`src/verilog/ppmc_pkg.sv`:
```
// Package of constants and types for the panel power mode controller
package ppmc_pkg;
  localparam int unsigned CLOCK_HZ = 20_000_000;
  localparam int unsigned IDLE_MINUTES = 10;
  localparam int unsigned SECONDS_PER_MINUTE = 60;
  localparam int unsigned TICK_CYCLES = CLOCK_HZ;
  localparam logic [1:0] SEL_OFF = 2'h0;
  localparam logic [1:0] SEL_MANUAL = 2'h1;
  localparam logic [1:0] SEL_AUTO = 2'h2;
  localparam logic SLEEP_EN_RESET = 1'h0;

  typedef enum logic [1:0] {
    PPMC_POWER_ON,
    PPMC_BLANKED,
    PPMC_SLEEP
  } ppmc_mode_t;

  typedef struct packed {
    logic estop;
    logic fault_ack;
    logic lamp_test;
    logic other_button;
    logic [1:0] selector;
    logic signal_rx;
  } ppmc_panel_t;

  typedef struct packed {
    logic logic_on;
    logic display_on;
    logic leds_on;
    logic bar_low_on;
    logic menu_only;
  } ppmc_power_t;
endpackage : ppmc_pkg

```
`src/verilog/ppmc_controller.sv`:
```
// Panel power mode controller: idle timer, blanking and sleep
`timescale 1ns/1ns
module ppmc_controller #(
  parameter int unsigned TICK_DIVIDE = ppmc_pkg::TICK_CYCLES,
  parameter int unsigned IDLE_SECONDS = ppmc_pkg::IDLE_MINUTES * ppmc_pkg::SECONDS_PER_MINUTE
) (
  input wire logic clock,
  input wire logic arst_n,
  input wire ppmc_pkg::ppmc_panel_t panel,
  input wire logic warning_active,
  input wire logic unacked_fault,
  input wire logic sleep_enable,
  input wire logic network_option,
  input wire logic power_transfer_option,
  output ppmc_pkg::ppmc_power_t power,
  output ppmc_pkg::ppmc_mode_t mode
);
  import ppmc_pkg::*;

  localparam int unsigned SW = $clog2(IDLE_SECONDS + 1);

  ////////////////////////////////////////////////////////////////////////////
  // Input edge detection
  logic [1:0] sel_last;
  logic estop_last;
  logic ack_last;
  logic lamp_last;
  logic other_last;
  logic [1:0] next_sel_last;
  logic activity;
  logic wake_event;
  logic menu_wake;
  logic ack_press;
  logic sel_move;

  // Presses are rising edges; a selector move is any change
  always_comb
  begin
    next_sel_last = panel.selector;
    ack_press = panel.fault_ack & ~ack_last;
    sel_move = panel.selector != sel_last;
    activity = sel_move | ack_press | (panel.estop & ~estop_last)
      | (panel.lamp_test & ~lamp_last) | (panel.other_button & ~other_last)
      | panel.signal_rx;
    wake_event = sel_move | (panel.estop & ~estop_last) | ack_press
      | (panel.lamp_test & ~lamp_last);
    menu_wake = ack_press | (panel.lamp_test & ~lamp_last)
      | (sel_last == SEL_OFF && panel.selector == SEL_MANUAL);
  end

  // Register previous input levels
  always_ff @(posedge clock or negedge arst_n)
  begin
    if (!arst_n)
    begin
      sel_last <= SEL_OFF;
      estop_last <= 1'b0;
      ack_last <= 1'b0;
      lamp_last <= 1'b0;
      other_last <= 1'b0;
    end
    else
    begin
      sel_last <= next_sel_last;
      estop_last <= panel.estop;
      ack_last <= panel.fault_ack;
      lamp_last <= panel.lamp_test;
      other_last <= panel.other_button;
    end
  end

  ////////////////////////////////////////////////////////////////////////////
  // Seconds tick and idle timer
  logic tick;
  logic [SW-1:0] idle_secs;
  logic [SW-1:0] next_idle_secs;
  logic warn_hold;
  logic next_warn_hold;
  logic idle_done;

  ppmc_prescaler #(
    .DIVIDE(TICK_DIVIDE)
  ) u_prescaler (
    .clock(clock),
    .arst_n(arst_n),
    .restart(activity),
    .tick(tick)
  );

  // Idle count, restarted by activity, held at zero by an unacknowledged warning
  always_comb
  begin
    idle_done = idle_secs == SW'(IDLE_SECONDS);
    next_warn_hold = warn_hold;
    // Logic is down while asleep, so a warning is sensed only when awake
    if (warning_active && mode != PPMC_SLEEP)
      next_warn_hold = 1'b1;
    else if (ack_press)
      next_warn_hold = 1'b0;
    next_idle_secs = idle_secs;
    if (activity || next_warn_hold || mode == PPMC_SLEEP)
      next_idle_secs = '0;
    else if (tick && !idle_done)
      next_idle_secs = idle_secs + 1'b1;
  end

  // Register timer state
  always_ff @(posedge clock or negedge arst_n)
  begin
    if (!arst_n)
    begin
      idle_secs <= '0;
      warn_hold <= 1'b0;
    end
    else
    begin
      idle_secs <= next_idle_secs;
      warn_hold <= next_warn_hold;
    end
  end

  ////////////////////////////////////////////////////////////////////////////
  // Mode state machine
  ppmc_mode_t next_mode;
  logic sleep_allowed;
  logic menu_only;
  logic next_menu_only;

  // Choose power-on, blanked or sleep
  always_comb
  begin
    sleep_allowed = sleep_enable && !network_option && !power_transfer_option;
    next_mode = mode;
    next_menu_only = menu_only;
    case (mode)
      PPMC_POWER_ON:
      begin
        // Activity or a fresh warning in the limit cycle keeps the display on
        if (idle_done && !next_warn_hold && !activity)
          next_mode = PPMC_BLANKED;
      end
      PPMC_BLANKED:
      begin
        if (activity || warn_hold)
          next_mode = PPMC_POWER_ON;
        else if (sleep_allowed && !unacked_fault && panel.selector == SEL_OFF
          && !next_warn_hold)
        begin
          next_mode = PPMC_SLEEP;
          next_menu_only = 1'b0;
        end
      end
      PPMC_SLEEP:
      begin
        if (wake_event)
        begin
          next_mode = PPMC_POWER_ON;
          next_menu_only = menu_wake;
        end
        else if (!sleep_allowed)
          next_mode = PPMC_POWER_ON;
      end
      default: next_mode = PPMC_POWER_ON;
    endcase
    // A later selector move while awake ends the menu-only wake
    if (mode != PPMC_SLEEP && sel_move)
      next_menu_only = 1'b0;
  end

  // Register mode
  always_ff @(posedge clock or negedge arst_n)
  begin
    if (!arst_n)
    begin
      mode <= PPMC_POWER_ON;
      menu_only <= 1'b0;
    end
    else
    begin
      mode <= next_mode;
      menu_only <= next_menu_only;
    end
  end

  ////////////////////////////////////////////////////////////////////////////
  // Power outputs, decoded from next_mode and registered
  ppmc_power_t next_power;

  always_comb
  begin
    next_power = '0;
    case (next_mode)
      PPMC_POWER_ON:
      begin
        next_power.logic_on = 1'b1;
        next_power.display_on = 1'b1;
        next_power.leds_on = 1'b1;
        next_power.bar_low_on = 1'b1;
      end
      PPMC_BLANKED:
      begin
        next_power.logic_on = 1'b1;
        next_power.leds_on = 1'b1;
        next_power.bar_low_on = 1'b1;
      end
      default: next_power = '0;
    endcase
    next_power.menu_only = next_menu_only;
  end

  always_ff @(posedge clock or negedge arst_n)
  begin
    if (!arst_n)
    begin
      power <= '{1'b1, 1'b1, 1'b1, 1'b1, 1'b0};
    end
    else
    begin
      power <= next_power;
    end
  end

  ////////////////////////////////////////////////////////////////////////////
  // Checks
  a_sleep_all_off: assert property (@(posedge clock) disable iff (!arst_n)
    mode == PPMC_SLEEP |-> power.display_on == 1'b0 && power.leds_on == 1'b0
      && power.logic_on == 1'b0)
    else $error("sleep with power on");
  a_sleep_needs_enable: assert property (@(posedge clock) disable iff (!arst_n)
    $rose(mode == PPMC_SLEEP) |-> $past(sleep_allowed) && !$past(unacked_fault)
      && $past(panel.selector) == SEL_OFF)
    else $error("sleep entered without conditions");
  a_wake_on_event: assert property (@(posedge clock) disable iff (!arst_n)
    mode == PPMC_SLEEP && wake_event |=> mode == PPMC_POWER_ON && power.display_on)
    else $error("no wake");
  a_activity_restart: assert property (@(posedge clock) disable iff (!arst_n)
    activity |=> idle_secs == '0
      && (mode == PPMC_POWER_ON || $past(mode) == PPMC_SLEEP))
    else $error("timer not restarted");
  a_warning_hold: assert property (@(posedge clock) disable iff (!arst_n)
    warn_hold && !ack_press |=> mode == PPMC_POWER_ON)
    else $error("blanked during warning");
  a_blank_at_limit: assert property (@(posedge clock) disable iff (!arst_n)
    mode == PPMC_POWER_ON && idle_done && !warn_hold && !warning_active && !activity
      |=> mode == PPMC_BLANKED ##0 !power.display_on && power.bar_low_on)
    else $error("display not blanked");
  a_blank_not_early: assert property (@(posedge clock) disable iff (!arst_n)
    $rose(mode == PPMC_BLANKED) |-> $past(idle_done))
    else $error("blanked early");
  a_menu_wake: assert property (@(posedge clock) disable iff (!arst_n)
    mode == PPMC_SLEEP && menu_wake |=> power.menu_only)
    else $error("menu wake flag missing");
endmodule : ppmc_controller

```
`src/verilog/ppmc_prescaler.sv`:
```
// One-cycle tick divider for the idle timer
`timescale 1ns/1ns
module ppmc_prescaler #(
  parameter int unsigned DIVIDE = 20_000_000
) (
  input wire logic clock,
  input wire logic arst_n,
  input wire logic restart,
  output logic tick
);
  localparam int unsigned W = $clog2(DIVIDE + 1);
  logic [W-1:0] count;
  logic [W-1:0] next_count;
  logic next_tick;

  // Count toward the tick, restarting on demand
  always_comb
  begin
    next_tick = 1'b0;
    next_count = count + 1'b1;
    if (restart)
      next_count = '0;
    else if (count == W'(DIVIDE - 1))
    begin
      next_count = '0;
      next_tick = 1'b1;
    end
  end

  // Register counter and tick
  always_ff @(posedge clock or negedge arst_n)
  begin
    if (!arst_n)
    begin
      count <= '0;
      tick <= 1'b0;
    end
    else
    begin
      count <= next_count;
      tick <= next_tick;
    end
  end
endmodule : ppmc_prescaler
```
`config.mk`:
```
export PLATFORM = sky130hd
export DESIGN_NAME = ppmc_controller
export DESIGN_NICKNAME = d
export VERILOG_FILES = /design/src/verilog/ppmc_pkg.sv /design/src/verilog/ppmc_controller.sv /design/src/verilog/ppmc_prescaler.sv
export SDC_FILE = /design/constraint.sdc
export NUM_CORES = 1
export LEC_CHECK = 0
export ABC_AREA = 1
export BUFFER_PORTS_ARGS = -buffer_cell sky130_fd_sc_hd__buf_2
export CAP_MARGIN = 10
export CORE_MARGIN = 2
export CORE_UTILIZATION = 54
export DETAILED_ROUTE_END_ITERATION = 10
export PLACE_DENSITY = 0.76
export SLEW_MARGIN = 20
export SYNTH_ARGS = -nofsm -noshare
export SYNTH_HDL_FRONTEND = slang
export SYNTH_SLANG_ARGS = --single-unit
```
`constraint.sdc`:
```
create_clock -name clock -period 1.4 [get_ports clock]
set_input_delay 0.14 -clock clock [delete_from_list [all_inputs] [get_ports clock]]
set_output_delay 0.14 -clock clock [all_outputs]
set_load 0.03 [all_outputs]
```
## Yosys cells after proc, flatten, opt, wreduce, memory -nomap -nowiden

Cells that the tools add are included.

- Equal/unequal tests: 11
- Add/sub/neg operators: 2
- Reduce and logical (&&, ||, !) cells: 28
- Bitwise gates (word level): 18
- Muxes and demuxes: 22

Operator list:

| cell | count |
|---|---|
| two-way mux 25 bit | 2 |
| adder 25 x 1 -> 25 bit, second input constant | 1 |
| == test 25 bit, second input constant | 1 |
| two-way mux 10 bit | 2 |
| two-way mux 2 bit | 6 |
| logical AND 1 bit | 11 |
| adder 10 x 1 -> 10 bit, second input constant | 1 |
| == test 10 bit, second input constant | 1 |
| two-way mux 1 bit | 10 |
| bitwise OR 1 bit | 10 |
| logical NOT 2 bit | 4 |
| == test 2 x 1 -> 1 bit, second input constant | 3 |
| logical NOT 1 bit | 6 |
| != test 3 bit, second input constant | 2 |
| one-hot mux 2 bit (3 select lines) | 1 |
| AND 1 bit | 4 |
| NOT 1 bit | 4 |
| AND reduction 4 bit | 1 |
| logical OR 1 bit | 3 |
| != test 3 x 2 -> 1 bit, second input constant | 1 |
| nonzero test 3 bit | 1 |
| == test 2 bit, second input constant | 1 |
| != test 2 bit | 1 |
| != test 2 bit, second input constant | 1 |
| 3 further kinds | 3 |

- Logic and storage cells: 96
- Output and inout bits: 7
- Bits in registers: 50

## Logic depth before layout (Yosys ltp)

- Word-level depth: 14
- Mapped depth: 13
- Mapped depth without buffers: 13

## By module

Synthesis repeated with hierarchy kept, for this count alone.

- Cell total of the unflattened synthesis: 366
- Area total of the unflattened synthesis: 2776.4 um^2

Modules (own cells, without submodules):

| module | instances | cells each | sequential area each (um^2) | area an instance (um^2) |
|---|---|---|---|---|
| ppmc_prescaler | 1 | 200 | 650.6 | 1487.7 |
| ppmc_controller | 1 | 166 | 553.0 | 1288.7 |

## Worst setup path before layout

Ideal clock, no wire load.

- Path kind: reg-to-reg
- From: register mode[0]
- To: register idle_secs[3]
- Data required time: 1.283 ns
- Arrival time: 1.612 ns
- Setup slack: -0.329 ns
- Stages on the path, launching flop included: 12
- Setup time: 0.117 ns
- Cells stage by stage: dfrtp_1 > inv_1 > ha_1 > nor2_1 > a21oi_1 > inv_2 > nor2_4 > nand3_1 > nand2_1 > nand2_1 > nand2_1 > nor2_1

- Word-level cells in the longest chain between the ends: 6
- Elaborated cells on any way between the ends: 8
- Those cells by class: eq/ne: 2; mux: 2; reduce/logical: 4

Ends and longest elaborated chain:

| item | RTL line | text |
|---|---|---|
| from (decl) | ppmc_controller.sv:16 | `output ppmc_pkg::ppmc_mode_t mode` |
| from (signal assigned) | ppmc_controller.sv:180 | `mode <= next_mode;` |
| != test 2 bit (*) | ppmc_controller.sv:96 | `if (warning_active && mode != PPMC_SLEEP)` |
| logical AND 1 bit (*) | ppmc_controller.sv:96 |  |
| two-way mux 1 bit (*) | ppmc_controller.sv:96 |  |
| via next_warn_hold | ppmc_controller.sv:78 | `logic next_warn_hold;` |
| logical OR 1 bit (*) (2 in series) | ppmc_controller.sv:101 | `if (activity \|\| next_warn_hold \|\| mode == PPMC_SLEEP)` |
| two-way mux 10 bit / nonzero test 2 bit (equally long branches) | n/a |  |
| to (signal assigned) | ppmc_controller.sv:117 | `idle_secs <= next_idle_secs;` |
| to (decl) | ppmc_controller.sv:75 | `logic [SW-1:0] idle_secs;` |

The timed path passes the listed nets; every way through them passes the cells marked *.
A chain may end at the register's enable or synchronous reset.

## Worst setup path after layout

- From: register u_prescaler.count[18]
- To: register u_prescaler.count[24]

- Word-level cells in the longest chain between the ends: 3
- Elaborated cells on any way between the ends: 4
- Those cells by class: add/sub: 1; eq/ne: 1; mux: 2

Ends and longest elaborated chain:

| item | RTL line | text |
|---|---|---|
| from (decl) | ppmc_prescaler.sv:12 | `logic [W-1:0] count;` |
| from (signal assigned) | ppmc_prescaler.sv:40 | `count <= next_count;` |
| adder 25 x 1 -> 25 bit / == test 25 bit (equally long branches) | ppmc_prescaler.sv:20, ppmc_prescaler.sv:23 |  |
| two-way mux 25 bit (*) | ppmc_prescaler.sv:23 | `else if (count == W'(DIVIDE - 1))` |
| two-way mux 25 bit (*) | ppmc_prescaler.sv:21 | `if (restart)` |
| via u_prescaler.next_count[24] | ppmc_prescaler.sv:13 | `logic [W-1:0] next_count;` |

Marked as above.

==> results.sh <==
export IMPL_violations="negative setup slack"
export IMPL_cp_required_ps=1600
export IMPL_syn_to_final_growth_pct=55.5
export IMPL_dp_cells=536
export IMPL_seqPwrFrac_pct=57.5
export IMPL_cts_buffers=5
export IMPL_grt_usage_pct=29.9
export IMPL_clock_latency_ps=320
export IMPL_timing_fmax_ghz=0.558
export IMPL_num_vias=3462
export IMPL_yosysMostFrequentCell="nand2_1"
export IMPL_yosys_area_top_type="dfrtp_1"
export IMPL_synth_area_leaders="dfrtp_1, nand2_1, nor2_1"
export IMPL_arrival_ps=1990
export IMPL_wirelength_mm=11.5
export IMPL_switching_share_pct=25.5
export IMPL_fp_dieH_um=76.6
export IMPL_syn_nets=402
export IMPL_synth_common_cells="nand2_1, nor2_1, inv_1"
export IMPL_dieArea_mm2=0.00587
export IMPL_path_class="reg -> reg"
export IMPL_ir_drop_mv=0.434
export IMPL_grt_remaining_overflow=0
export IMPL_instances_no_fill=576
export IMPL_max_slew_margin_pct=65.2
export IMPL_grt_pass1_vias=3041
export IMPL_ioPinCount=21
export IMPL_p_clk_share_pct=35.1
export IMPL_layout_drive_gt1_share_pct=48.6
export IMPL_synth_cell_types=32
export IMPL_worst_setup_path_start_kind="flop"
export IMPL_fillers=234
export IMPL_rrSetupSlack_ps=-390
export IMPL_place_congestion=0.938
export IMPL_synth_edf_count=0
export IMPL_grt_start_max_net_pins=49
export IMPL_end_kind="flop"
export IMPL_synth_seq_area_share_pct=42.3
export IMPL_synth_top_area_share_pct=40.4
export IMPL_row_count=26
export IMPL_post_dp_hpwl_mm=5.38
export IMPL_status="finished with violations"
export IMPL_coreArea_mm2=0.00511
export IMPL_setup_viol=40
export IMPL_cts_max_level=2
export IMPL_placed_area_mm2=0.00361
export IMPL_hp_class="in -> reg"
export IMPL_synth_flop_cell="dfrtp_1"
export IMPL_port_buffers=20
export IMPL_ant_nets=0
export IMPL_route_detailed_drc=0
export IMPL_root_buffer="clkbuf_8"
export IMPL_cts_tree="done"
export IMPL_skew_ps=19.9
export IMPL_cts_sinks=48
export IMPL_comb_power_share_pct=7.4
export IMPL_fin_crit_ps=1790
export IMPL_syn_area_per_cell_um2=7.47
export IMPL_switching_power_mw=0.623
export IMPL_path_clk_slew_ps=100
export IMPL_synthCells=381
export IMPL_cts_buffer_depth=2
export IMPL_p_leak_nw=2.06
export IMPL_rsz0062_at_grt="true"
export IMPL_wl_per_cell_um=20.0
export IMPL_design_area_mm2=0.00443
export IMPL_path_max_fanout=3
export IMPL_avgViaCountPerCell=6.01
export IMPL_fin_crit_sh_pct=128
export IMPL_syn_area_mm2=0.00285
export IMPL_p_per_area_mw_per_mm2=553
export IMPL_worst_slack_ps=-392
export IMPL_tightestPinTransition_ps=517
export IMPL_firstDrtPassIters=5
export IMPL_antenna_cells=0
export IMPL_hold_violations=0
export IMPL_p_int_mw=1.82
export IMPL_ys_ff_latch=48
export IMPL_start_util_pct=55.7
export IMPL_die_x_um=76.6
export IMPL_ys_async_sr_fraction_pct=100
export IMPL_synth_warnings=0
export IMPL_antenna_found_initial=0
export IMPL_grt_pass1_wl_mm=14.0
export IMPL_cap_violations=0
export IMPL_drt_iter0_drc=366
export IMPL_nets=526
export IMPL_slew_violations=0
-- state kept, by name, indices dropped and copies added (netlist names) --
| register | cells |
|---|---|
| u_prescaler.tick | 1 |
| ack_last | 1 |
| estop_last | 1 |
| idle_secs | 10 |
| warn_hold | 1 |
| mode | 2 |
| lamp_last | 1 |
| u_prescaler.count | 25 |
| sel_last | 2 |
| power | 3 |
| other_last | 1 |
-- area by class of cell --
type / count / area, um^2 / share of cell area [%]
sequential: 48 / 1210 / 27.3
clock buffer: 7 / 76.3 / 1.72
clock inverter: 1 / 5.00 / 0.113
timing repair buffer: 124 / 956 / 21.6
multi-input combinational: 265 / 1850 / 41.7
tap: 70 / 87.6 / 1.98
inverter: 61 / 244 / 5.51
-- worst paths after layout --
kind	cells past startpoint	start	end
max	5	u_prescaler.count[18]$_DFF_PN0_	u_prescaler.count[24]$_DFF_PN0_
min	4	panel[2]	power[0]$_DFFE_PN0P_
max reg2reg	5	u_prescaler.count[18]$_DFF_PN0_	u_prescaler.count[24]$_DFF_PN0_
min reg2reg	2	power[0]$_DFFE_PN0P_	power[0]$_DFFE_PN0P_
max in group asynchronous	3	arst_n	power[3]$_DFF_PN1_
min in group asynchronous	3	arst_n	sel_last[1]$_DFF_PN0_
-- layer usage --
| layer | global-route usage (%) | routed length, um |
|---|---|---|
| met1 | 35.4 | 4040 |
| met2 | 51.8 | 5560 |
| met3 | 5.57 | 975 |
| met4 | 15.1 | 966 |
| met5 | 0 | 0 |
-- critical path: stages (launching register included) --
cell and delay, ps:
dfrtp_1 450, buf_4 180, nor4_1 480, nand4_1 330
nand3_1 170, nor2_1 60
-- repair_timing --
item	in CTS	in global routing
hold buffers	7	0
setup buffers	11	14
endpoints found under the setup margin	35	38
pin swaps	26	39
endpoints found under the hold margin	52	0
gates resized for setup	59	70
-- power groups by stage --
stage | Combinational, mW | Clock [mW] | Sequential [mW]
4_1_cts | 0.161 | 0.823 | 1.40
3_3_place_gp | 0.133 | 0 | 1.43
2_1_floorplan | 0.0560 | 0 | 1.43
6_report | 0.181 | 0.858 | 1.41
5_1_grt | 0.194 | 0.906 | 1.41
3_5_place_dp | 0.139 | 0 | 1.43
-- layout by cell type, fill, tap and decap left out, types with 7 or more instances in the layout --
cell type / count
nor2_1: 47
xor2_1: 8
nor2_2: 14
nor3_2: 11
buf_2: 20
nor3_4: 8
nand2_2: 12
buf_4: 84
dlygate4sd3_1: 7
dfrtp_1: 41
nand3_1: 16
nor2_4: 10
nand2_1: 64
buf_6: 12
inv_1: 39
nand2_4: 9
nand3_2: 8
nand4_1: 11
inv_2: 17
-- cell families after synthesis --
logic type                 Yosys count  synth area share (%)
AOI/OAI and AO/OA                   21                  4.18
xor gates and xnor gates            12                  3.69
adders and majority gates            7                  3.08
buffers and inverters               68                  9.63
DFF                                 48                  42.3
and+or+nand+nor                    225                  37.1
-- stage by stage --
| step | utilization [%] | power (mW) | hold slack [ps] | setup WS (ps) | setup TNS (ps) |
|---|---|---|---|---|---|
| floorplan | - | 1.49 | -156 | -89.5 | -734 |
| finish | 86.6 | 2.45 | 297 | -392 | -7370 |
| CTS | 79.7 | 2.39 | 258 | -84.2 | -1060 |
| global placement | 70.6 | 1.56 | 143 | -95.9 | -833 |
| global route | 86.6 | 2.51 | 312 | -378 | -8570 |
| detailed placement | 70.6 | 1.57 | 148 | -124 | -2080 |
Power figures use the tool's default switching activity.
